## config.mk

```make
export PLATFORM = sky130hd
export DESIGN_NAME = asp2_uart
export DESIGN_NICKNAME = d
export VERILOG_FILES = /design/src/rtl/asp2_pkg.sv /design/src/rtl/asp2_uart.sv
export SDC_FILE = /design/constraint.sdc
export NUM_CORES = 1
export LEC_CHECK = 0
export BUFFER_PORTS_ARGS = -buffer_cell sky130_fd_sc_hd__buf_2
export CORE_MARGIN = 10
export CORE_UTILIZATION = 55
export DETAILED_ROUTE_END_ITERATION = 8
export GPL_TIMING_DRIVEN = 0
export PLACE_DENSITY = 0.78
export SLEW_MARGIN = 30
export SYNTH_ARGS = -nofsm -noshare
export SYNTH_HDL_FRONTEND = slang
export SYNTH_SLANG_ARGS = --single-unit
```

## constraint.sdc

```tcl
create_clock -name i_ref_clk -period 8.53 [get_ports i_ref_clk]
set_input_delay 1.706 -clock i_ref_clk [delete_from_list [all_inputs] [get_ports i_ref_clk]]
set_output_delay 1.706 -clock i_ref_clk [all_outputs]
set_load 0.05 [all_outputs]
```

## src/rtl/asp2_pkg.sv

```systemverilog
package asp2_pkg;
  // ****************************************
  // Register indices (byte address is four times the index)
  // ****************************************
  localparam logic [15:0] IDX_RX_CTRL = 16'hfee8;
  localparam logic [15:0] IDX_TX_CTRL = 16'hfee9;
  localparam logic [15:0] IDX_BAUD    = 16'hfeea;
  localparam logic [15:0] IDX_TX_HOLD = 16'hfeeb;
  localparam logic [15:0] IDX_RX_HOLD = 16'hfeec;
  localparam logic [7:0]  RESET_VAL   = 8'h00;
  // ****************************************
  // Receive control/status fields
  // ****************************************
  localparam int RX_PERIOD_SEL = 7;
  localparam int RX_START_EN   = 6;
  localparam int RX_RUNNING    = 5;
  localparam int RX_STOP_ERR   = 4;
  localparam int RX_GP_FLAG    = 3;
  localparam int RX_NINTH      = 2;
  localparam int RX_DONE       = 1;
  localparam int RX_IRQ_EN     = 0;
  // ****************************************
  // Transmit control/status fields
  // ****************************************
  localparam int TX_RUNNING    = 7;
  localparam int TX_LEN_HIGH   = 6;
  localparam int TX_PIN_DRIVE  = 5;
  localparam int TX_PUSH_PULL  = 4;
  localparam int TX_LEN_LOW    = 3;
  localparam int TX_NINTH      = 2;
  localparam int TX_LOADED     = 1;
  localparam int TX_IRQ_EN     = 0;
  // ****************************************
  // Baud scaling: period is (n+1)*NUM/DEN cycles
  // ****************************************
  localparam logic [14:0] BAUD_NUM_SLOW = 15'h0020;
  localparam logic [14:0] BAUD_NUM_FAST = 15'h0008;
  localparam logic [14:0] BAUD_DEN      = 15'h0003;
  localparam logic [14:0] BAUD_HALF_INC = 15'h0006;
  // ****************************************
  // Frame lengths and bus answers
  // ****************************************
  localparam logic [3:0] LEN_7  = 4'h7;
  localparam logic [3:0] LEN_8  = 4'h8;
  localparam logic [3:0] LEN_9  = 4'h9;
  localparam logic [1:0] RESP_OKAY   = 2'h0;
  localparam logic [1:0] RESP_SLVERR = 2'h2;

  typedef enum logic [1:0] {
    TX_IDLE = 2'b00,
    TX_LOAD = 2'b01,
    TX_SEND = 2'b10
  } asp2_tx_state_e;
endpackage : asp2_pkg

```

## src/rtl/asp2_uart.sv

```systemverilog
// Local design decision: the AXI4-Lite register port.
`timescale 1ns/1ps
// Notes on behaviour
// - Baud tick every (reload+1)*32/3 cycles if period select set, else *8/3.
// - Baud counter reinitialised while receive and transmit both stopped.
// - Transmitter and receiver share one baud rate and one frame length.
// - Enabling start detect while receive pin low and done clear starts reception at once.
// - Falling edge on receive pin with detection enabled starts reception.
// - Receive running clears at frame end; software clear aborts reception.
// - Abort still sets done, copies shifter, flags error if last bit low.
// - Stop error set at frame end if stop bit low; software clears it.
// - Ninth bit stored in 9-bit mode; on abort second-to-last bit.
// - Frame end sets receive done and fills receive holding register.
// - Low receive pin without a falling edge does not launch next reception while done is set.
// - Receive interrupt request while receive irq enable and done both set.
// - Setting transmit running starts frame; clears at end; clear aborts.
// - Continuous transmit keeps running set, giving a one-cycle gap between frames.
// - Transmit control write in the auto-clear cycle cancels the continuous restart.
// - Length bits: 10 nine, 00 eight, 01 seven; bit 7 zero for seven.
// - Pin drive routes output, idles high/open; push-pull select picks type.
// - Transmit loaded flag set one cycle after running set, on shifter load.
// - Software clears loaded flag after refill; that requests continuous restart.
// - Transmit interrupt request while transmit irq enable and loaded set.
// - LSB first, no parity, one stop bit, two in continuous transmission.
module asp2_uart #(
  parameter int ADDR_W = 18
) (
  // Clock and reset
  input  wire logic              i_ref_clk,
  input  wire logic              i_resetn,
  // AXI4-Lite write address and data
  input  wire logic [ADDR_W-1:0] i_awaddr,
  input  wire logic              i_awvalid,
  output logic                   o_awready,
  input  wire logic [31:0]       i_wdata,
  input  wire logic [3:0]        i_wstrb,
  input  wire logic              i_wvalid,
  output logic                   o_wready,
  // AXI4-Lite write response
  output logic [1:0]             o_bresp,
  output logic                   o_bvalid,
  input  wire logic              i_bready,
  // AXI4-Lite read
  input  wire logic [ADDR_W-1:0] i_araddr,
  input  wire logic              i_arvalid,
  output logic                   o_arready,
  output logic [31:0]            o_rdata,
  output logic [1:0]             o_rresp,
  output logic                   o_rvalid,
  input  wire logic              i_rready,
  // Serial pins
  input  wire logic              i_receive_pin,
  output logic                   o_transmit_pin,
  output logic                   o_transmit_pin_oe,
  // Interrupt requests
  output logic                   o_rx_irq,
  output logic                   o_tx_irq
);
  initial begin
    if (ADDR_W < 18 || ADDR_W > 32) begin
      $error("ADDR_W must lie in 18..32");
    end
  end

  // ****************************************
  // Decoding helpers
  // ****************************************
  function automatic logic [2:0] reg_sel(input logic [ADDR_W-1:0] a);
    logic [ADDR_W-3:0] idx;
    idx = a[ADDR_W-1:2];
    reg_sel = 3'h0;
    if (a[1:0] == 2'b00) begin
      if (idx == (ADDR_W-2)'(asp2_pkg::IDX_RX_CTRL)) reg_sel = 3'h1;
      if (idx == (ADDR_W-2)'(asp2_pkg::IDX_TX_CTRL)) reg_sel = 3'h2;
      if (idx == (ADDR_W-2)'(asp2_pkg::IDX_BAUD))    reg_sel = 3'h3;
      if (idx == (ADDR_W-2)'(asp2_pkg::IDX_TX_HOLD)) reg_sel = 3'h4;
      if (idx == (ADDR_W-2)'(asp2_pkg::IDX_RX_HOLD)) reg_sel = 3'h5;
    end
  endfunction : reg_sel

  function automatic logic [3:0] frame_len(input logic hi, input logic lo);
    frame_len = asp2_pkg::LEN_8;
    if (hi && !lo) frame_len = asp2_pkg::LEN_9;
    if (!hi && lo) frame_len = asp2_pkg::LEN_7;
  endfunction : frame_len

  // ****************************************
  // Registers and state
  // ****************************************
  logic [7:0]              rx_ctrl_r;
  logic [7:0]              tx_ctrl_r;
  logic [7:0]              baud_reload_r;
  logic [7:0]              tx_hold_r;
  logic [7:0]              rx_hold_r;
  logic                    aw_v_r, w_v_r;
  logic [ADDR_W-1:0]       aw_addr_r;
  logic [31:0]             w_data_r;
  logic                    w_strb0_r;
  logic                    bvalid_r, rvalid_r, arready_r;
  logic [1:0]              bresp_r, rresp_r;
  logic [31:0]             rdata_r;
  logic [14:0]             baud_acc_r;
  logic                    half_tick_r;
  asp2_pkg::asp2_tx_state_e tx_state_r;
  logic [10:0]             tx_shift_r;
  logic [3:0]              tx_cnt_r;
  logic                    tx_ph_r, tx_extra_r;
  logic [9:0]              rx_shift_r;
  logic [3:0]              rx_cnt_r;
  logic                    rx_ph_r, rx_last_r, rx_prev_r, rx_pin_d_r;
  logic                    txd_r, txd_oe_r, rx_irq_r, tx_irq_r;

  logic       wr_en;
  logic [2:0] wr_sel;
  logic       wr_rx_ctrl, wr_tx_ctrl;
  logic [7:0] wb;
  logic       rx_run, tx_run;
  logic [3:0] len;
  logic [14:0] baud_thr, baud_sum;
  logic       rx_start, rx_sample, rx_end, rx_abort, rx_done_set;
  logic       tx_full_tick, tx_last_bit, tx_finish, tx_restart, tx_abort;

  assign wr_en      = aw_v_r && w_v_r && !bvalid_r;
  assign wr_sel     = reg_sel(aw_addr_r);
  assign wb         = w_data_r[7:0];
  assign wr_rx_ctrl = wr_en && w_strb0_r && (wr_sel == 3'h1);
  assign wr_tx_ctrl = wr_en && w_strb0_r && (wr_sel == 3'h2);
  assign rx_run     = rx_ctrl_r[asp2_pkg::RX_RUNNING];
  assign tx_run     = tx_ctrl_r[asp2_pkg::TX_RUNNING];
  assign len        = frame_len(tx_ctrl_r[asp2_pkg::TX_LEN_HIGH],
                                tx_ctrl_r[asp2_pkg::TX_LEN_LOW]);

  // ****************************************
  // AXI4-Lite slave
  // ****************************************
  always_ff @(posedge i_ref_clk or negedge i_resetn) begin
    if (!i_resetn) begin
      aw_v_r    <= 1'b0;
      w_v_r     <= 1'b0;
      aw_addr_r <= '0;
      w_data_r  <= '0;
      w_strb0_r <= 1'b0;
      bvalid_r  <= 1'b0;
      bresp_r   <= asp2_pkg::RESP_OKAY;
    end else begin
      if (i_awvalid && !aw_v_r) begin
        aw_v_r    <= 1'b1;
        aw_addr_r <= i_awaddr;
      end
      if (i_wvalid && !w_v_r) begin
        w_v_r     <= 1'b1;
        w_data_r  <= i_wdata;
        w_strb0_r <= i_wstrb[0];
      end
      if (wr_en) begin
        bvalid_r <= 1'b1;
        bresp_r  <= (wr_sel == 3'h0) ? asp2_pkg::RESP_SLVERR : asp2_pkg::RESP_OKAY;
      end
      if (bvalid_r && i_bready) begin
        bvalid_r <= 1'b0;
        aw_v_r   <= 1'b0;
        w_v_r    <= 1'b0;
      end
    end
  end

  always_ff @(posedge i_ref_clk or negedge i_resetn) begin
    if (!i_resetn) begin
      arready_r <= 1'b1;
      rvalid_r  <= 1'b0;
      rdata_r   <= '0;
      rresp_r   <= asp2_pkg::RESP_OKAY;
    end else if (arready_r && i_arvalid) begin
      arready_r <= 1'b0;
      rvalid_r  <= 1'b1;
      rresp_r   <= asp2_pkg::RESP_OKAY;
      case (reg_sel(i_araddr))
        3'h1:    rdata_r <= {24'h0000_00, rx_ctrl_r};
        3'h2:    rdata_r <= {24'h0000_00, tx_ctrl_r};
        3'h3:    rdata_r <= {24'h0000_00, baud_reload_r};
        3'h4:    rdata_r <= {24'h0000_00, tx_hold_r};
        3'h5:    rdata_r <= {24'h0000_00, rx_hold_r};
        default: begin
          rdata_r <= '0;
          rresp_r <= asp2_pkg::RESP_SLVERR;
        end
      endcase
    end else if (rvalid_r && i_rready) begin
      rvalid_r  <= 1'b0;
      arready_r <= 1'b1;
    end
  end

  // ****************************************
  // Baud generator (half-bit ticks)
  // ****************************************
  assign baud_thr = (15'(baud_reload_r) + 15'h0001) *
                    (rx_ctrl_r[asp2_pkg::RX_PERIOD_SEL] ?
                     asp2_pkg::BAUD_NUM_SLOW : asp2_pkg::BAUD_NUM_FAST);
  assign baud_sum = baud_acc_r + asp2_pkg::BAUD_HALF_INC;

  always_ff @(posedge i_ref_clk or negedge i_resetn) begin
    if (!i_resetn) begin
      baud_acc_r  <= '0;
      half_tick_r <= 1'b0;
    end else if (!rx_run && !tx_run) begin
      baud_acc_r  <= '0;
      half_tick_r <= 1'b0;
    end else if (baud_sum >= baud_thr) begin
      baud_acc_r  <= baud_sum - baud_thr;
      half_tick_r <= 1'b1;
    end else begin
      baud_acc_r  <= baud_sum;
      half_tick_r <= 1'b0;
    end
  end

  // ****************************************
  // Receiver
  // ****************************************
  assign rx_start    = rx_ctrl_r[asp2_pkg::RX_START_EN] && !rx_run && !i_receive_pin &&
                       (rx_pin_d_r || !rx_ctrl_r[asp2_pkg::RX_START_EN] ||
                        !rx_ctrl_r[asp2_pkg::RX_DONE]);
  assign rx_sample   = rx_run && half_tick_r && rx_ph_r;
  assign rx_end      = rx_sample && (rx_cnt_r == len + 4'h1);
  assign rx_abort    = rx_run && wr_rx_ctrl && !wb[asp2_pkg::RX_RUNNING] && !rx_end;
  assign rx_done_set = rx_end || rx_abort;

  always_ff @(posedge i_ref_clk or negedge i_resetn) begin
    if (!i_resetn) begin
      rx_pin_d_r <= 1'b1;
      rx_shift_r <= '0;
      rx_cnt_r   <= '0;
      rx_ph_r    <= 1'b0;
      rx_last_r  <= 1'b1;
      rx_prev_r  <= 1'b1;
    end else begin
      rx_pin_d_r <= i_receive_pin;
      if (rx_start) begin
        rx_shift_r <= '0;
        rx_cnt_r   <= '0;
        rx_ph_r    <= 1'b1;
      end else if (rx_run && half_tick_r) begin
        rx_ph_r <= !rx_ph_r;
        if (rx_ph_r) begin
          rx_cnt_r  <= rx_cnt_r + 4'h1;
          rx_last_r <= i_receive_pin;
          rx_prev_r <= rx_last_r;
          if (rx_cnt_r != 4'h0) begin
            rx_shift_r[rx_cnt_r - 4'h1] <= i_receive_pin;
          end
        end
      end
    end
  end

  always_ff @(posedge i_ref_clk or negedge i_resetn) begin
    if (!i_resetn) begin
      rx_ctrl_r <= asp2_pkg::RESET_VAL;
      rx_hold_r <= asp2_pkg::RESET_VAL;
    end else begin
      if (wr_rx_ctrl) begin
        rx_ctrl_r[asp2_pkg::RX_PERIOD_SEL] <= wb[asp2_pkg::RX_PERIOD_SEL];
        rx_ctrl_r[asp2_pkg::RX_START_EN]   <= wb[asp2_pkg::RX_START_EN];
        rx_ctrl_r[asp2_pkg::RX_GP_FLAG]    <= wb[asp2_pkg::RX_GP_FLAG];
        rx_ctrl_r[asp2_pkg::RX_IRQ_EN]     <= wb[asp2_pkg::RX_IRQ_EN];
      end
      if (wr_en && w_strb0_r && wr_sel == 3'h5) begin
        rx_hold_r <= wb;
      end
      // Hardware set wins over a software clear in the same cycle
      rx_ctrl_r[asp2_pkg::RX_STOP_ERR] <= (wr_rx_ctrl ? wb[asp2_pkg::RX_STOP_ERR] :
        rx_ctrl_r[asp2_pkg::RX_STOP_ERR]) ||
        (rx_end && !i_receive_pin) || (rx_abort && !rx_last_r);
      rx_ctrl_r[asp2_pkg::RX_DONE] <= (wr_rx_ctrl ? wb[asp2_pkg::RX_DONE] :
        rx_ctrl_r[asp2_pkg::RX_DONE]) || rx_done_set;
      if (rx_end && len == asp2_pkg::LEN_9) begin
        rx_ctrl_r[asp2_pkg::RX_NINTH] <= rx_shift_r[8];
      end else if (rx_abort && len == asp2_pkg::LEN_9) begin
        rx_ctrl_r[asp2_pkg::RX_NINTH] <= rx_prev_r;
      end else if (wr_rx_ctrl) begin
        rx_ctrl_r[asp2_pkg::RX_NINTH] <= wb[asp2_pkg::RX_NINTH];
      end
      if (rx_done_set) begin
        rx_hold_r <= {rx_shift_r[7] && len != asp2_pkg::LEN_7, rx_shift_r[6:0]};
      end
      if (rx_done_set) begin
        rx_ctrl_r[asp2_pkg::RX_RUNNING] <= 1'b0;
      end else if (rx_start && !(wr_rx_ctrl && !wb[asp2_pkg::RX_START_EN])) begin
        rx_ctrl_r[asp2_pkg::RX_RUNNING] <= 1'b1;
      end
    end
  end

  // ****************************************
  // Transmitter
  // ****************************************
  assign tx_full_tick = (tx_state_r == asp2_pkg::TX_SEND) && half_tick_r && tx_ph_r;
  assign tx_last_bit  = tx_full_tick && (tx_cnt_r == 4'h1);
  assign tx_finish    = tx_last_bit && (tx_extra_r || tx_ctrl_r[asp2_pkg::TX_LOADED]);
  assign tx_restart   = tx_finish && !tx_ctrl_r[asp2_pkg::TX_LOADED] && !wr_tx_ctrl;
  assign tx_abort     = tx_run && wr_tx_ctrl && !wb[asp2_pkg::TX_RUNNING];

  always_ff @(posedge i_ref_clk or negedge i_resetn) begin
    if (!i_resetn) begin
      tx_state_r <= asp2_pkg::TX_IDLE;
      tx_shift_r <= '1;
      tx_cnt_r   <= '0;
      tx_ph_r    <= 1'b0;
      tx_extra_r <= 1'b0;
    end else begin
      case (tx_state_r)
        asp2_pkg::TX_IDLE: begin
          if (!tx_run && wr_tx_ctrl && wb[asp2_pkg::TX_RUNNING]) begin
            tx_state_r <= asp2_pkg::TX_LOAD;
          end
        end
        asp2_pkg::TX_LOAD: begin
          tx_shift_r <= {2'b11, tx_ctrl_r[asp2_pkg::TX_NINTH], tx_hold_r} << 1;
          if (len == asp2_pkg::LEN_7) begin
            tx_shift_r[8] <= 1'b1;
          end
          if (len != asp2_pkg::LEN_9) begin
            tx_shift_r[9] <= 1'b1;
          end
          tx_cnt_r   <= len + 4'h2;
          tx_ph_r    <= 1'b0;
          tx_extra_r <= 1'b0;
          tx_state_r <= asp2_pkg::TX_SEND;
        end
        asp2_pkg::TX_SEND: begin
          if (half_tick_r) begin
            tx_ph_r <= !tx_ph_r;
          end
          if (tx_full_tick) begin
            tx_shift_r <= {1'b1, tx_shift_r[10:1]};
            if (tx_cnt_r == 4'h1 && !tx_finish) begin
              tx_extra_r <= 1'b1;
            end else begin
              tx_cnt_r <= tx_cnt_r - 4'h1;
            end
          end
          if (tx_restart) begin
            tx_state_r <= asp2_pkg::TX_LOAD;
          end else if (tx_finish) begin
            tx_state_r <= asp2_pkg::TX_IDLE;
          end
        end
        default: tx_state_r <= asp2_pkg::TX_IDLE;
      endcase
      if (tx_abort) begin
        tx_state_r <= asp2_pkg::TX_IDLE;
        tx_shift_r <= '1;
      end
    end
  end

  always_ff @(posedge i_ref_clk or negedge i_resetn) begin
    if (!i_resetn) begin
      tx_ctrl_r     <= asp2_pkg::RESET_VAL;
      tx_hold_r     <= asp2_pkg::RESET_VAL;
      baud_reload_r <= asp2_pkg::RESET_VAL;
    end else begin
      if (wr_tx_ctrl) begin
        tx_ctrl_r[6:2]                   <= wb[6:2];
        tx_ctrl_r[asp2_pkg::TX_IRQ_EN]   <= wb[asp2_pkg::TX_IRQ_EN];
        tx_ctrl_r[asp2_pkg::TX_RUNNING]  <= wb[asp2_pkg::TX_RUNNING];
      end
      if (wr_en && w_strb0_r && wr_sel == 3'h3) begin
        baud_reload_r <= wb;
      end
      if (wr_en && w_strb0_r && wr_sel == 3'h4) begin
        tx_hold_r <= wb;
      end
      if (tx_finish && !tx_restart && !tx_abort) begin
        tx_ctrl_r[asp2_pkg::TX_RUNNING] <= 1'b0;
      end
      tx_ctrl_r[asp2_pkg::TX_LOADED] <= (wr_tx_ctrl ? wb[asp2_pkg::TX_LOADED] :
        tx_ctrl_r[asp2_pkg::TX_LOADED]) ||
        (tx_state_r == asp2_pkg::TX_LOAD);
    end
  end

  // ****************************************
  // Pin and interrupt outputs
  // ****************************************
  always_ff @(posedge i_ref_clk or negedge i_resetn) begin
    if (!i_resetn) begin
      txd_r    <= 1'b1;
      txd_oe_r <= 1'b0;
      rx_irq_r <= 1'b0;
      tx_irq_r <= 1'b0;
    end else begin
      if (!tx_ctrl_r[asp2_pkg::TX_PIN_DRIVE]) begin
        txd_r    <= 1'b1;
        txd_oe_r <= 1'b0;
      end else if (tx_ctrl_r[asp2_pkg::TX_PUSH_PULL]) begin
        txd_r    <= tx_shift_r[0];
        txd_oe_r <= 1'b1;
      end else begin
        txd_r    <= 1'b0;
        txd_oe_r <= !tx_shift_r[0];
      end
      rx_irq_r <= rx_ctrl_r[asp2_pkg::RX_IRQ_EN] && rx_ctrl_r[asp2_pkg::RX_DONE];
      tx_irq_r <= tx_ctrl_r[asp2_pkg::TX_IRQ_EN] && tx_ctrl_r[asp2_pkg::TX_LOADED];
    end
  end

  assign o_awready         = !aw_v_r;
  assign o_wready          = !w_v_r;
  assign o_bvalid          = bvalid_r;
  assign o_bresp           = bresp_r;
  assign o_arready         = arready_r;
  assign o_rvalid          = rvalid_r;
  assign o_rdata           = rdata_r;
  assign o_rresp           = rresp_r;
  assign o_transmit_pin    = txd_r;
  assign o_transmit_pin_oe = txd_oe_r;
  assign o_rx_irq          = rx_irq_r;
  assign o_tx_irq          = tx_irq_r;

  // ****************************************
  // Assertions
  // ****************************************
  baud_idle_a: assert property (@(posedge i_ref_clk) disable iff (!i_resetn)
    (!rx_run && !tx_run) |=> (baud_acc_r == '0 && !half_tick_r))
    else $error("baud counter not cleared while idle");
  baud_rate_a: assert property (@(posedge i_ref_clk) disable iff (!i_resetn)
    half_tick_r |-> (baud_acc_r < baud_thr))
    else $error("baud accumulator out of range");
  rx_irq_a: assert property (@(posedge i_ref_clk) disable iff (!i_resetn)
    (rx_ctrl_r[asp2_pkg::RX_IRQ_EN] && rx_ctrl_r[asp2_pkg::RX_DONE]) |=> o_rx_irq)
    else $error("receive interrupt missing");
  tx_irq_a: assert property (@(posedge i_ref_clk) disable iff (!i_resetn)
    o_tx_irq |-> $past(tx_ctrl_r[asp2_pkg::TX_LOADED]))
    else $error("transmit interrupt without loaded flag");
  tx_loaded_a: assert property (@(posedge i_ref_clk) disable iff (!i_resetn)
    (tx_state_r == asp2_pkg::TX_LOAD) |=> tx_ctrl_r[asp2_pkg::TX_LOADED])
    else $error("loaded flag not set after shifter load");
  rx_end_done_a: assert property (@(posedge i_ref_clk) disable iff (!i_resetn)
    rx_end |=> (rx_ctrl_r[asp2_pkg::RX_DONE] && !rx_run))
    else $error("receive end did not set done");
  rx_abort_a: assert property (@(posedge i_ref_clk) disable iff (!i_resetn)
    rx_abort |=> (rx_ctrl_r[asp2_pkg::RX_DONE] && !rx_run))
    else $error("receive abort did not set done");
  tx_abort_a: assert property (@(posedge i_ref_clk) disable iff (!i_resetn)
    tx_abort |=> (tx_state_r == asp2_pkg::TX_IDLE))
    else $error("transmit abort not immediate");
  tx_gap_a: assert property (@(posedge i_ref_clk) disable iff (!i_resetn)
    tx_restart |=> (tx_state_r == asp2_pkg::TX_LOAD && tx_run) ##1
    (tx_state_r == asp2_pkg::TX_SEND))
    else $error("continuous restart gap wrong");
  tx_idle_pin_a: assert property (@(posedge i_ref_clk) disable iff (!i_resetn)
    (tx_state_r == asp2_pkg::TX_IDLE && !tx_abort) |=> tx_shift_r[0])
    else $error("transmit line not idle high");
  rx_cover_c: cover property (@(posedge i_ref_clk) disable iff (!i_resetn) rx_end);
  rx_abort_c: cover property (@(posedge i_ref_clk) disable iff (!i_resetn) rx_abort);
  tx_cont_c:  cover property (@(posedge i_ref_clk) disable iff (!i_resetn) tx_restart);
  tx_abort_c: cover property (@(posedge i_ref_clk) disable iff (!i_resetn) tx_abort);
endmodule : asp2_uart

```

==> results.json, run 1 <==
{
  "status": "finished, final reports clean",
  "reg2reg_from": "baud_reload_r[0]",
  "gp_congestion": 0.859,
  "grt_pass1_wl_um": 31000,
  "wl_per_cell_um": 17.0,
  "routed_wl_um": 18600,
  "ioPinCount": 125,
  "hold-path-endpoint": "o_transmit_pin",
  "antenna_found_initial": 0,
  "synth-compound-area-share_pct": 12.1,
  "core_um2": 14000,
  "synthFlopType": "dfrtp_1",
  "synthCells": 782,
  "io_buffers": 70,
  "rsz0062_at_grt": "no",
  "crit_type": "reg2reg",
  "arrival_ns": 5.19,
  "overflow": 0,
  "drive_gt1_share_pct": 24.8,
  "first_pass_iters": 6,
  "initial_core_util_pct": 56.7,
  "num_vias": 6130,
  "final_common_cell": "dfrtp_1",
  "clock_latency_ns": 0.43,
  "synth.avg_cell_area_um2": 10.1,
  "ctsResizeCount": 0,
  "die_w_um": 140,
  "setup_violations": 0,
  "layout_common_cells": "dfrtp_1 (121), nand2_1 (79), buf_2 (70)",
  "synth_area_um2": 7930,
  "p_leak_nw": 4.44,
  "start_kind": "register",
  "drc": 0,
  "post-route-period-util_pct": 57.4,
  "holdPathStages": 2,
  "drv_cap": 0,
  "clock_path_buffers": 2,
  "skew_ns": 0.0102,
  "via_per_inst": 5.60,
  "grt_max_degree": 90,
  "clk_pin_slew_ns": 0.06,
  "crit_path_end_kind": "register",
  "max_clock_freq_ghz": 0.204,
  "synth_xor_area_share_pct": 4.31,
  "htreeDepth": 4,
  "synth_edf_count": 0,
  "drv_slew": 0,
  "fin_setup_tns_ns": 0,
  "row_count": 43,
  "cts_root_buffer": "clkbuf_16",
  "n_antenna_cell": 0,
  "r2r_cells": 21,
  "holdBufCountCts": 0,
  "synth-seq-cells": 136,
  "async_flop_share_pct": 100,
  "holdWs_ns": 0.471,
  "cts_tree": "yes",
  "final-hold-violation-count": 0,
  "cts_setup_buffers": 0,
  "synth-simple-area-share_pct": 17.0,
  "period_needed_ns": 4.90,
  "synth_top_family_by_area": "simple AND/OR/NAND/NOR gates",
  "ys_seq_area_share_pct": 43.2,
  "worstMarginPinSlew_ns": 0.591,
  "hold_start": "tx_ctrl_r[4]",
  "cts_sinks": 136,
  "finalNetCount": 1029,
  "grt_pass1_vias": 6206,
  "first_iter_violations": 412,
  "reg2reg_to": "baud_acc_r[13]",
  "dp_hpwl_um": 13600,
  "synthAdderAreaFrac_pct": 7.51,
  "crit_required_ns": 8.82,
  "synthMuxAreaShare_pct": 10.1,
  "areaGrowthSynthToFinish_pct": 17.2,
  "r2r_slack_ns": 3.63,
  "synth_cell_type_count": 70,
  "die_area_um2": 19600,
  "p_per_area_nw_per_um2": 288,
  "max-slew-margin-rel_pct": 60.6,
  "die_h_um": 140,
  "max-vdd-ir-drop_uv": 171,
  "yosys_warnings": 0,
  "hold_class": "reg2reg",
  "grt_usage_pct": 19.1,
  "worstPathMaxFanout": 10,
  "final_antenna_net_count": 0,
  "numCtsBuffers": 17
}
synth_stat cells (all sizes together) (11+ instances only):
| library cell | instances | area, µm² |
|---|---|---|
| a21oi | 25 | 125 |
| buf | 36 | 275 |
| clkbuf | 16 | 61.3 |
| dfrtp | 121 | 3030 |
| dfstp | 15 | 394 |
| ha | 46 | 576 |
| inv | 33 | 124 |
| mux2 | 55 | 619 |
| mux2i | 18 | 180 |
| nand2 | 81 | 309 |
| nand3 | 34 | 185 |
| nand3b | 11 | 95.1 |
| nor2 | 50 | 195 |
| o211ai | 11 | 87.6 |
| o21ai | 57 | 285 |
| xnor2 | 26 | 228 |
| xor2 | 13 | 114 |
critical path, stage by stage (launching register included):
cell and delay [ns]:
dfrtp_1 0.44, ha_1 0.26, nand3_1 0.14, nor2_1 0.33
xor2_1 0.11, and2_1 0.18, ha_1 0.27, ha_1 0.30
ha_1 0.30, ha_1 0.29, inv_1 0.10, o21bai_1 0.11
xnor2_1 0.20, ha_1 0.26, buf_2 0.17, a21oi_1 0.15
o21ai_1 0.11, o311ai_2 0.39, nand3_2 0.23, buf_6 0.22
mux2i_1 0.15, nor2_1 0.06
metrics by stage:
step	instances	setup slack [ns]	instance area (µm²)	util [%]	total power [mW]
after floorplan	812	4.23	8040	-	1.65
final	1095	3.63	9300	66.5	2.68
after CTS	1095	3.65	9300	66.5	2.68
after global placement	1062	3.79	8620	61.6	1.84
after detailed placement	1063	3.71	8650	61.9	1.88
after global routing	1095	3.24	9300	66.5	2.84
flip-flops by register name, summed over array words and instances, names as in the netlist, 4 cells and up:
register / count
baud_reload_r: 8
aw_addr_r: 18
rx_cnt_r: 4
baud_acc_r: 14
w_data_r: 8
o_rdata: 8
rx_ctrl_r: 8
tx_shift_r: 10
tx_cnt_r: 4
tx_hold_r: 8
rx_hold_r: 8
rx_shift_r: 9
tx_ctrl_r: 8
kinds of logic after synthesis:
family          after synthesis
buf+inv                      85
compound gates              146
fa+ha+maj                    47
xor+xnor                     39
mux                          73
simple gates                255
other cells                   1
flops                       136
where the power goes:
group	switching, mW	internal, mW
registers	0.189	0.816
clock network	0.299	0.496
logic	0.491	0.389
worst max path at each step:
stage                startpoint              to  slack (ns)  cells after the start
6_report       baud_reload_r[0]  baud_acc_r[13]        3.63                     21
5_1_grt        baud_reload_r[0]  baud_acc_r[13]        3.24                     22
4_1_cts        baud_reload_r[0]  baud_acc_r[11]        3.65                     22
3_5_place_dp   baud_reload_r[0]  baud_acc_r[11]        3.71                     22
3_3_place_gp   baud_reload_r[0]  baud_acc_r[13]        3.79                     22
2_1_floorplan  baud_reload_r[0]  baud_acc_r[11]        4.23                     22
metal layers:
metal	global-route usage, %	part of all wire, %	up-vias
li1	-	-	2964
met1	25.3	46	2968
met2	30.6	47	175
met3	4.90	6.1	23
met4	5.11	1.4	0
met5	0	0	-
cell type report:
cell class,instances,area (µm²)
well taps,180,225
clock buffers,17,425
multi-input cells,591,4160
flip-flops and latches,136,3420
inverters,33,124
plain buffers,52,337
fillers,1115,4690
repair buffers,71,388
clock inverters,15,216
No activity file was read; power rests on OpenSTA's default activity.
==> run 2, diff against run 1 <==
==> constraint.sdc (replaced) <==
create_clock -name i_ref_clk -period 4.9 [get_ports i_ref_clk]
set_input_delay 0.98 -clock i_ref_clk [delete_from_list [all_inputs] [get_ports i_ref_clk]]
set_output_delay 0.98 -clock i_ref_clk [all_outputs]
set_load 0.05 [all_outputs]
==> run 2 against run 1 <==
  * Design area up 1.1%
  * Via count up 1.4%
  * Worst hold slack worse by 0.026 ns
  * Register-to-register slack worse by 3.3 ns
  * Non-clock buffer count up 5
  * Global-route usage unchanged
  * First-iteration DRC count up 14%
  * Clock skew about the same
  * Clock power up 75%
  * Sequential cell count unchanged
==> results.json, run 2 (synthesis results as in run 1) <==
{
  "drv_slew": 0,
  "htreeDepth": 4,
  "gr-usage-met2_pct": 30.6,
  "top_register": "aw_addr_r",
  "row_count": 43,
  "r2r_slack_ns": 0.32,
  "final_common_cell": "dfrtp_1",
  "finalNonFillerCells": 1100,
  "cts_sinks": 136,
  "top_usage_layer": "met2",
  "fill_cells": 1103,
  "grt_pass1_vias": 6206,
  "num_vias": 6218,
  "p_per_area_nw_per_um2": 508,
  "finalNetCount": 1034,
  "wl_per_cell_um": 17.3,
  "multi_input_area_um2": 4210,
  "numCtsBuffers": 17,
  "holdWs_ns": 0.445,
  "drc": 0,
  "ioPinCount": 125,
  "gp_congestion": 0.859,
  "critPathBufInv": 2,
  "largest_reg_flops": 18,
  "start_kind": "register",
  "status": "finished, final reports clean",
  "max_clock_freq_ghz": 0.218,
  "grt.met1_usage_pct": 25.3,
  "crit_path_end_kind": "register",
  "worstMarginPinSlew_ns": 0.585,
  "worstPathMaxFanout": 9,
  "arrival_ns": 4.87,
  "grt_max_degree": 90,
  "final-hold-violation-count": 0,
  "setup_violations": 0,
  "p_leak_nw": 4.48,
  "crit_required_ns": 5.19,
  "antenna_found_initial": 0,
  "max-vdd-ir-drop_uv": 298,
  "max-slew-margin-rel_pct": 61.0,
  "via_per_inst": 5.65,
  "initial_core_util_pct": 56.7,
  "dp_cells": 1063,
  "die_w_um": 140,
  "cts_root_buffer": "clkbuf_16",
  "use_met3_pct": 4.90,
  "grt_pass1_wl_um": 31000,
  "final_antenna_net_count": 0,
  "overflow": 0,
  "reg2reg_to": "baud_acc_r[7]",
  "reg2reg_from": "baud_reload_r[0]",
  "first_pass_iters": 6,
  "core_um2": 14000,
  "skew_ns": 0.0105,
  "clk_pin_slew_ns": 0.06,
  "cp.depth": 21,
  "layout_common_cells": "dfrtp_1 (120), nand2_1 (79), buf_2 (70)",
  "io_buffers": 70,
  "crit_path_end": "baud_acc_r[7]",
  "hold_class": "in2async",
  "n_antenna_cell": 0,
  "period_needed_ns": 4.58,
  "dp_slack_ns": 0.0846,
  "crit_type": "reg2reg",
  "drv_cap": 0,
  "startpoint": "baud_reload_r[0]",
  "first_iter_violations": 468,
  "clock_path_buffers": 2,
  "r2r_cells": 21,
  "post-route-period-util_pct": 93.6,
  "cts_tree": "yes",
  "dp_hpwl_um": 13600,
  "reg_top3": "aw_addr_r (18), baud_acc_r (14), tx_shift_r (10)",
  "grt_usage_pct": 19.1,
  "die_area_um2": 19600,
  "clock_latency_ns": 0.43,
  "seq_area_um2": 3420,
  "die_h_um": 140,
  "areaGrowthSynthToFinish_pct": 18.6,
  "crit_top_cell": "ha_1",
  "drive_gt1_share_pct": 26.2,
  "routed_wl_um": 19000,
  "max_stage_delay_ns": 0.44,
  "cp_slowest_cell": "dfrtp_2",
  "crit_chain": "and3_1, and3_1, and2_2, a211o_1, nand2_1, a31oi_1, ha_1, ha_1, ha_1, a21oi_1, o21bai_2, xnor2_2, ha_1, buf_2, a21oi_1, o21ai_1, o311ai_2, nand3_4, clkbuf_16, mux2i_1, nor2_1",
  "fin_util_pct": 67.2,
  "fin_ws_ns": 0.316,
  "cp_top_family": "compound AO/OA/AOI/OAI gates"
}
[run 2: repair_timing]
item                                    4_1_cts  5_1_grt
hold endpoints to repair                      0        0
hold buffers                                  0        0
gates resized for setup                       0       12
endpoints found under the setup margin        0       12
buffers inserted                              0        4
[run 2: through the flow]
stage | setup TNS, ns | power, mW | instance area (µm²)
2_1_floorplan | 0 | 2.86 | 8040
3_3_place_gp | 0 | 3.20 | 8620
3_5_place_dp | 0 | 3.27 | 8650
4_1_cts | 0 | 4.67 | 9300
5_1_grt | -0.00607 | 5.05 | 9400
6_report | 0 | 4.78 | 9400
[run 2: worst reg2reg max path, cell delays in order (launching register included)]
cell and delay [ns]:
dfrtp_2 0.44, and3_1 0.21, and3_1 0.21, and2_2 0.24, a211o_1 0.29, nand2_1 0.06
a31oi_1 0.05, ha_1 0.32, ha_1 0.30, ha_1 0.21, a21oi_1 0.15, o21bai_2 0.11
xnor2_2 0.18, ha_1 0.24, buf_2 0.17, a21oi_1 0.15, o21ai_1 0.11, o311ai_2 0.39
nand3_4 0.18, clkbuf_16 0.20, mux2i_1 0.17, nor2_1 0.06
[run 2: where the power goes]
part           switching, mW  internal (mW)
Sequential             0.332           1.42
Clock                  0.524          0.864
Combinational          0.893          0.745
Total                   1.75           3.03
[run 2: worst min path at each step]
stage                     slack (ns)        endpoint  depth (start not counted)
final                           0.44   baud_acc_r[9]                          1
after global routing            0.47   baud_acc_r[7]                          1
after CTS                       0.46   baud_acc_r[8]                          1
after detailed placement        0.46  o_transmit_pin                          2
after global placement          0.45  o_transmit_pin                          2
after floorplan                 0.40  o_transmit_pin                          1
[run 2: routing by layer]
metal  routed length [µm]  up-vias
met4                  255        0
met3                 1090       25
li1                     -     2975
met1                 8700     3033
met2                 8950      185
met5                    0        -
[run 2: layout make-up]
class                      instances  share of cell area (%)
tap                              180                    2.40
clock inverter                    15                    2.30
inverter                          33                    1.32
sequential                       136                    36.4
timing repair buffer              76                    4.71
buffer                            52                    3.62
multi-input combinational        591                    44.7
clock buffer                      17                    4.52
==> run 3, diff against run 2 <==
--- a/config.mk
+++ b/config.mk
@@ -5,12 +5,12 @@
 export SDC_FILE = /design/constraint.sdc
 export NUM_CORES = 1
 export LEC_CHECK = 0
-export BUFFER_PORTS_ARGS = -buffer_cell sky130_fd_sc_hd__buf_2
 export CORE_MARGIN = 10
 export CORE_UTILIZATION = 55
 export DETAILED_ROUTE_END_ITERATION = 8
+export DONT_BUFFER_PORTS = 1
 export GPL_TIMING_DRIVEN = 0
-export PLACE_DENSITY = 0.78
+export PLACE_DENSITY = 0.7
 export SLEW_MARGIN = 30
 export SYNTH_ARGS = -nofsm -noshare
 export SYNTH_HDL_FRONTEND = slang
==> run 3 against run 2 <==
  * Total power down 6.4%
  * Worst hold slack got worse by 0.19 ns
  * Design area is 5.1% lower
  * Critical endpoint is now baud_acc_r[9]
  * Critical path depth rose by 1
  * Clock-buffer cell count rose by 6
  * Die area stayed put
  * Critical path type unchanged
  * Non-clock buffer count shrank 71
  * Core utilization down 3.4 points
  * Via count shrank 4.6%
  * Fmax decreased by 1.1%
  * Sequential share of layout area rose by 2.0 points
  * Sequential power hardly changed
==> results.json, run 3 (synthesis results as in run 1) <==
{
  "holdBufCountCts": 0,
  "die_w_um": 140,
  "holdWs_ns": 0.256,
  "cp_top_family": "simple AND/OR/NAND/NOR gates",
  "cts_root_buffer": "clkbuf_16",
  "r2r_cells": 22,
  "top_register": "aw_addr_r",
  "max_stage_delay_ns": 0.44,
  "final_antenna_net_count": 0,
  "r2r_slack_ns": 0.26,
  "crit_type": "reg2reg",
  "start_kind": "register",
  "areaGrowthSynthToFinish_pct": 12.6,
  "p_per_area_nw_per_um2": 501,
  "grt_pass1_vias": 5973,
  "drv_slew": 0,
  "grt_pass1_wl_um": 30600,
  "skew_ns": 0.00898,
  "layout_common_cells": "dfrtp_1 (119), nand2_1 (79), o21ai_0 (55), mux2_2 (55), nor2_1 (48)",
  "cp.depth": 22,
  "htreeDepth": 4,
  "crit_required_ns": 5.18,
  "final-hold-violation-count": 0,
  "die_area_um2": 19600,
  "clock_latency_ns": 0.42,
  "io_buffers": 0,
  "reg_top3": "aw_addr_r (18), baud_acc_r (14), tx_shift_r (10)",
  "status": "finished, final reports clean",
  "final_common_cell": "dfrtp_1",
  "initial_core_util_pct": 56.7,
  "drc": 0,
  "max_clock_freq_ghz": 0.216,
  "clock_path_buffers": 2,
  "dp_hpwl_um": 14000,
  "crit_chain": "and3_1, and3_1, and2_2, a211o_1, nand2_1, a31oi_1, ha_1, ha_1, ha_1, a21oi_1, o21bai_2, a211oi_2, xnor2_1, nand2b_1, ha_1, nand4_1, nor4_2, nor2_1, nand3_2, buf_6, mux2i_2, nor2_1",
  "hold_class": "in2async",
  "overflow": 0,
  "worstPathMaxFanout": 10,
  "reg2reg_from": "baud_reload_r[0]",
  "row_count": 43,
  "routed_wl_um": 18800,
  "die_h_um": 140,
  "wl_per_cell_um": 18.3,
  "reg2reg_to": "baud_acc_r[9]",
  "numCtsBuffers": 17,
  "first_pass_iters": 8,
  "rsz0062_at_grt": "no",
  "crit_top_cell": "ha_1",
  "worstMarginPinSlew_ns": 0.598,
  "p_leak_nw": 4.14,
  "grt_max_degree": 137,
  "drive_gt1_share_pct": 19.8,
  "gp_congestion": 0.838,
  "fin_setup_tns_ns": 0,
  "num_vias": 5934,
  "finalNetCount": 963,
  "finalNonFillerCells": 1029,
  "period_needed_ns": 4.64,
  "cts_sinks": 136,
  "grt_usage_pct": 19.2,
  "arrival_ns": 4.92,
  "fin_util_pct": 63.8,
  "setup_violations": 0,
  "drv_cap": 0,
  "fill_cells": 1139,
  "core_um2": 14000,
  "cts_tree": "yes",
  "max-vdd-ir-drop_uv": 310,
  "first_iter_violations": 512,
  "design_area_um2": 8920,
  "clk_pin_slew_ns": 0.05,
  "cp_slowest_cell": "dfrtp_2",
  "max-slew-margin-rel_pct": 60.1,
  "critPathBufInv": 1,
  "post-route-period-util_pct": 94.6,
  "place_area_um2": 8270,
  "dp_cells": 992,
  "via_per_inst": 5.77,
  "ioPinCount": 125,
  "antenna_found_initial": 4,
  "largest_reg_flops": 18,
  "crit_path_end_kind": "register"
}
-- run 3: changes by cell type in the layout (fill, tap and decap cells not counted), moves of 2 or more --
cell,change
buf_8,-2
inv_6,-4
bufinv_16,-2
clkbuf_1,+2
clkbuf_8,+3
clkinv_2,+4
clkinv_4,-3
buf_2,-69
-- run 3: metal layers --
metal | GRT usage [%] | part of all wire (%)
met1 | 22.5 | 41
met2 | 32.3 | 49
met3 | 5.98 | 7.5
met4 | 7.01 | 2.2
met5 | 0 | 0.17
-- run 3: what timing repair did --
item,4_1_cts,5_1_grt
buffers inserted,0,5
resized for setup,4,9
pin swaps,1,5
endpoints found under the setup margin,8,12
gates cloned,0,0
-- run 3: final cells by class --
type | count | area (µm²) | area share, %
Multi-Input combinational cell | 591 | 4200 | 47.0
Inverter | 33 | 124 | 1.39
Timing Repair Buffer | 5 | 37.5 | 0.421
Antenna cell | 1 | 2.50 | 0.0280
Clock inverter | 8 | 96.3 | 1.08
Buffer | 52 | 338 | 3.79
Sequential cell | 136 | 3420 | 38.4
Clock buffer | 23 | 478 | 5.36
Tap cell | 180 | 225 | 2.52
-- run 3: report_power, final --
group          switching (mW)  leakage (nW)  internal (mW)
sequential              0.362          1.70           1.42
clock                   0.455         0.283          0.783
combinational           0.787          2.15          0.664
-- run 3: through the flow --
stage	setup slack [ns]	power [mW]
finish	0.264	4.47
global route	0.00883	4.76
CTS	0.0467	4.47
detailed placement	-0.144	3.22
global placement	0.0580	3.15
floorplan	0.602	2.86
-- run 3: worst max path at each step --
stage / slack (ns) / to / startpoint
2_1_floorplan: 0.60 / baud_acc_r[11] / baud_reload_r[0]
3_3_place_gp: 0.06 / baud_acc_r[9] / baud_reload_r[0]
3_5_place_dp: -0.14 / baud_acc_r[9] / baud_reload_r[0]
4_1_cts: 0.05 / baud_acc_r[9] / baud_reload_r[0]
5_1_grt: 0.009 / baud_acc_r[9] / baud_reload_r[0]
6_report: 0.26 / baud_acc_r[9] / baud_reload_r[0]
-- run 3: worst register-to-register path, cell delays in order (launching register included) --
cell	delay, ns
dfrtp_2	0.44
and3_1	0.21
and3_1	0.20
and2_2	0.23
a211o_1	0.29
nand2_1	0.06
a31oi_1	0.05
ha_1	0.34
ha_1	0.30
ha_1	0.21
a21oi_1	0.16
o21bai_2	0.12
a211oi_2	0.24
xnor2_1	0.15
nand2b_1	0.11
ha_1	0.36
nand4_1	0.13
nor4_2	0.20
nor2_1	0.14
nand3_2	0.11
buf_6	0.17
mux2i_2	0.24
nor2_1	0.06
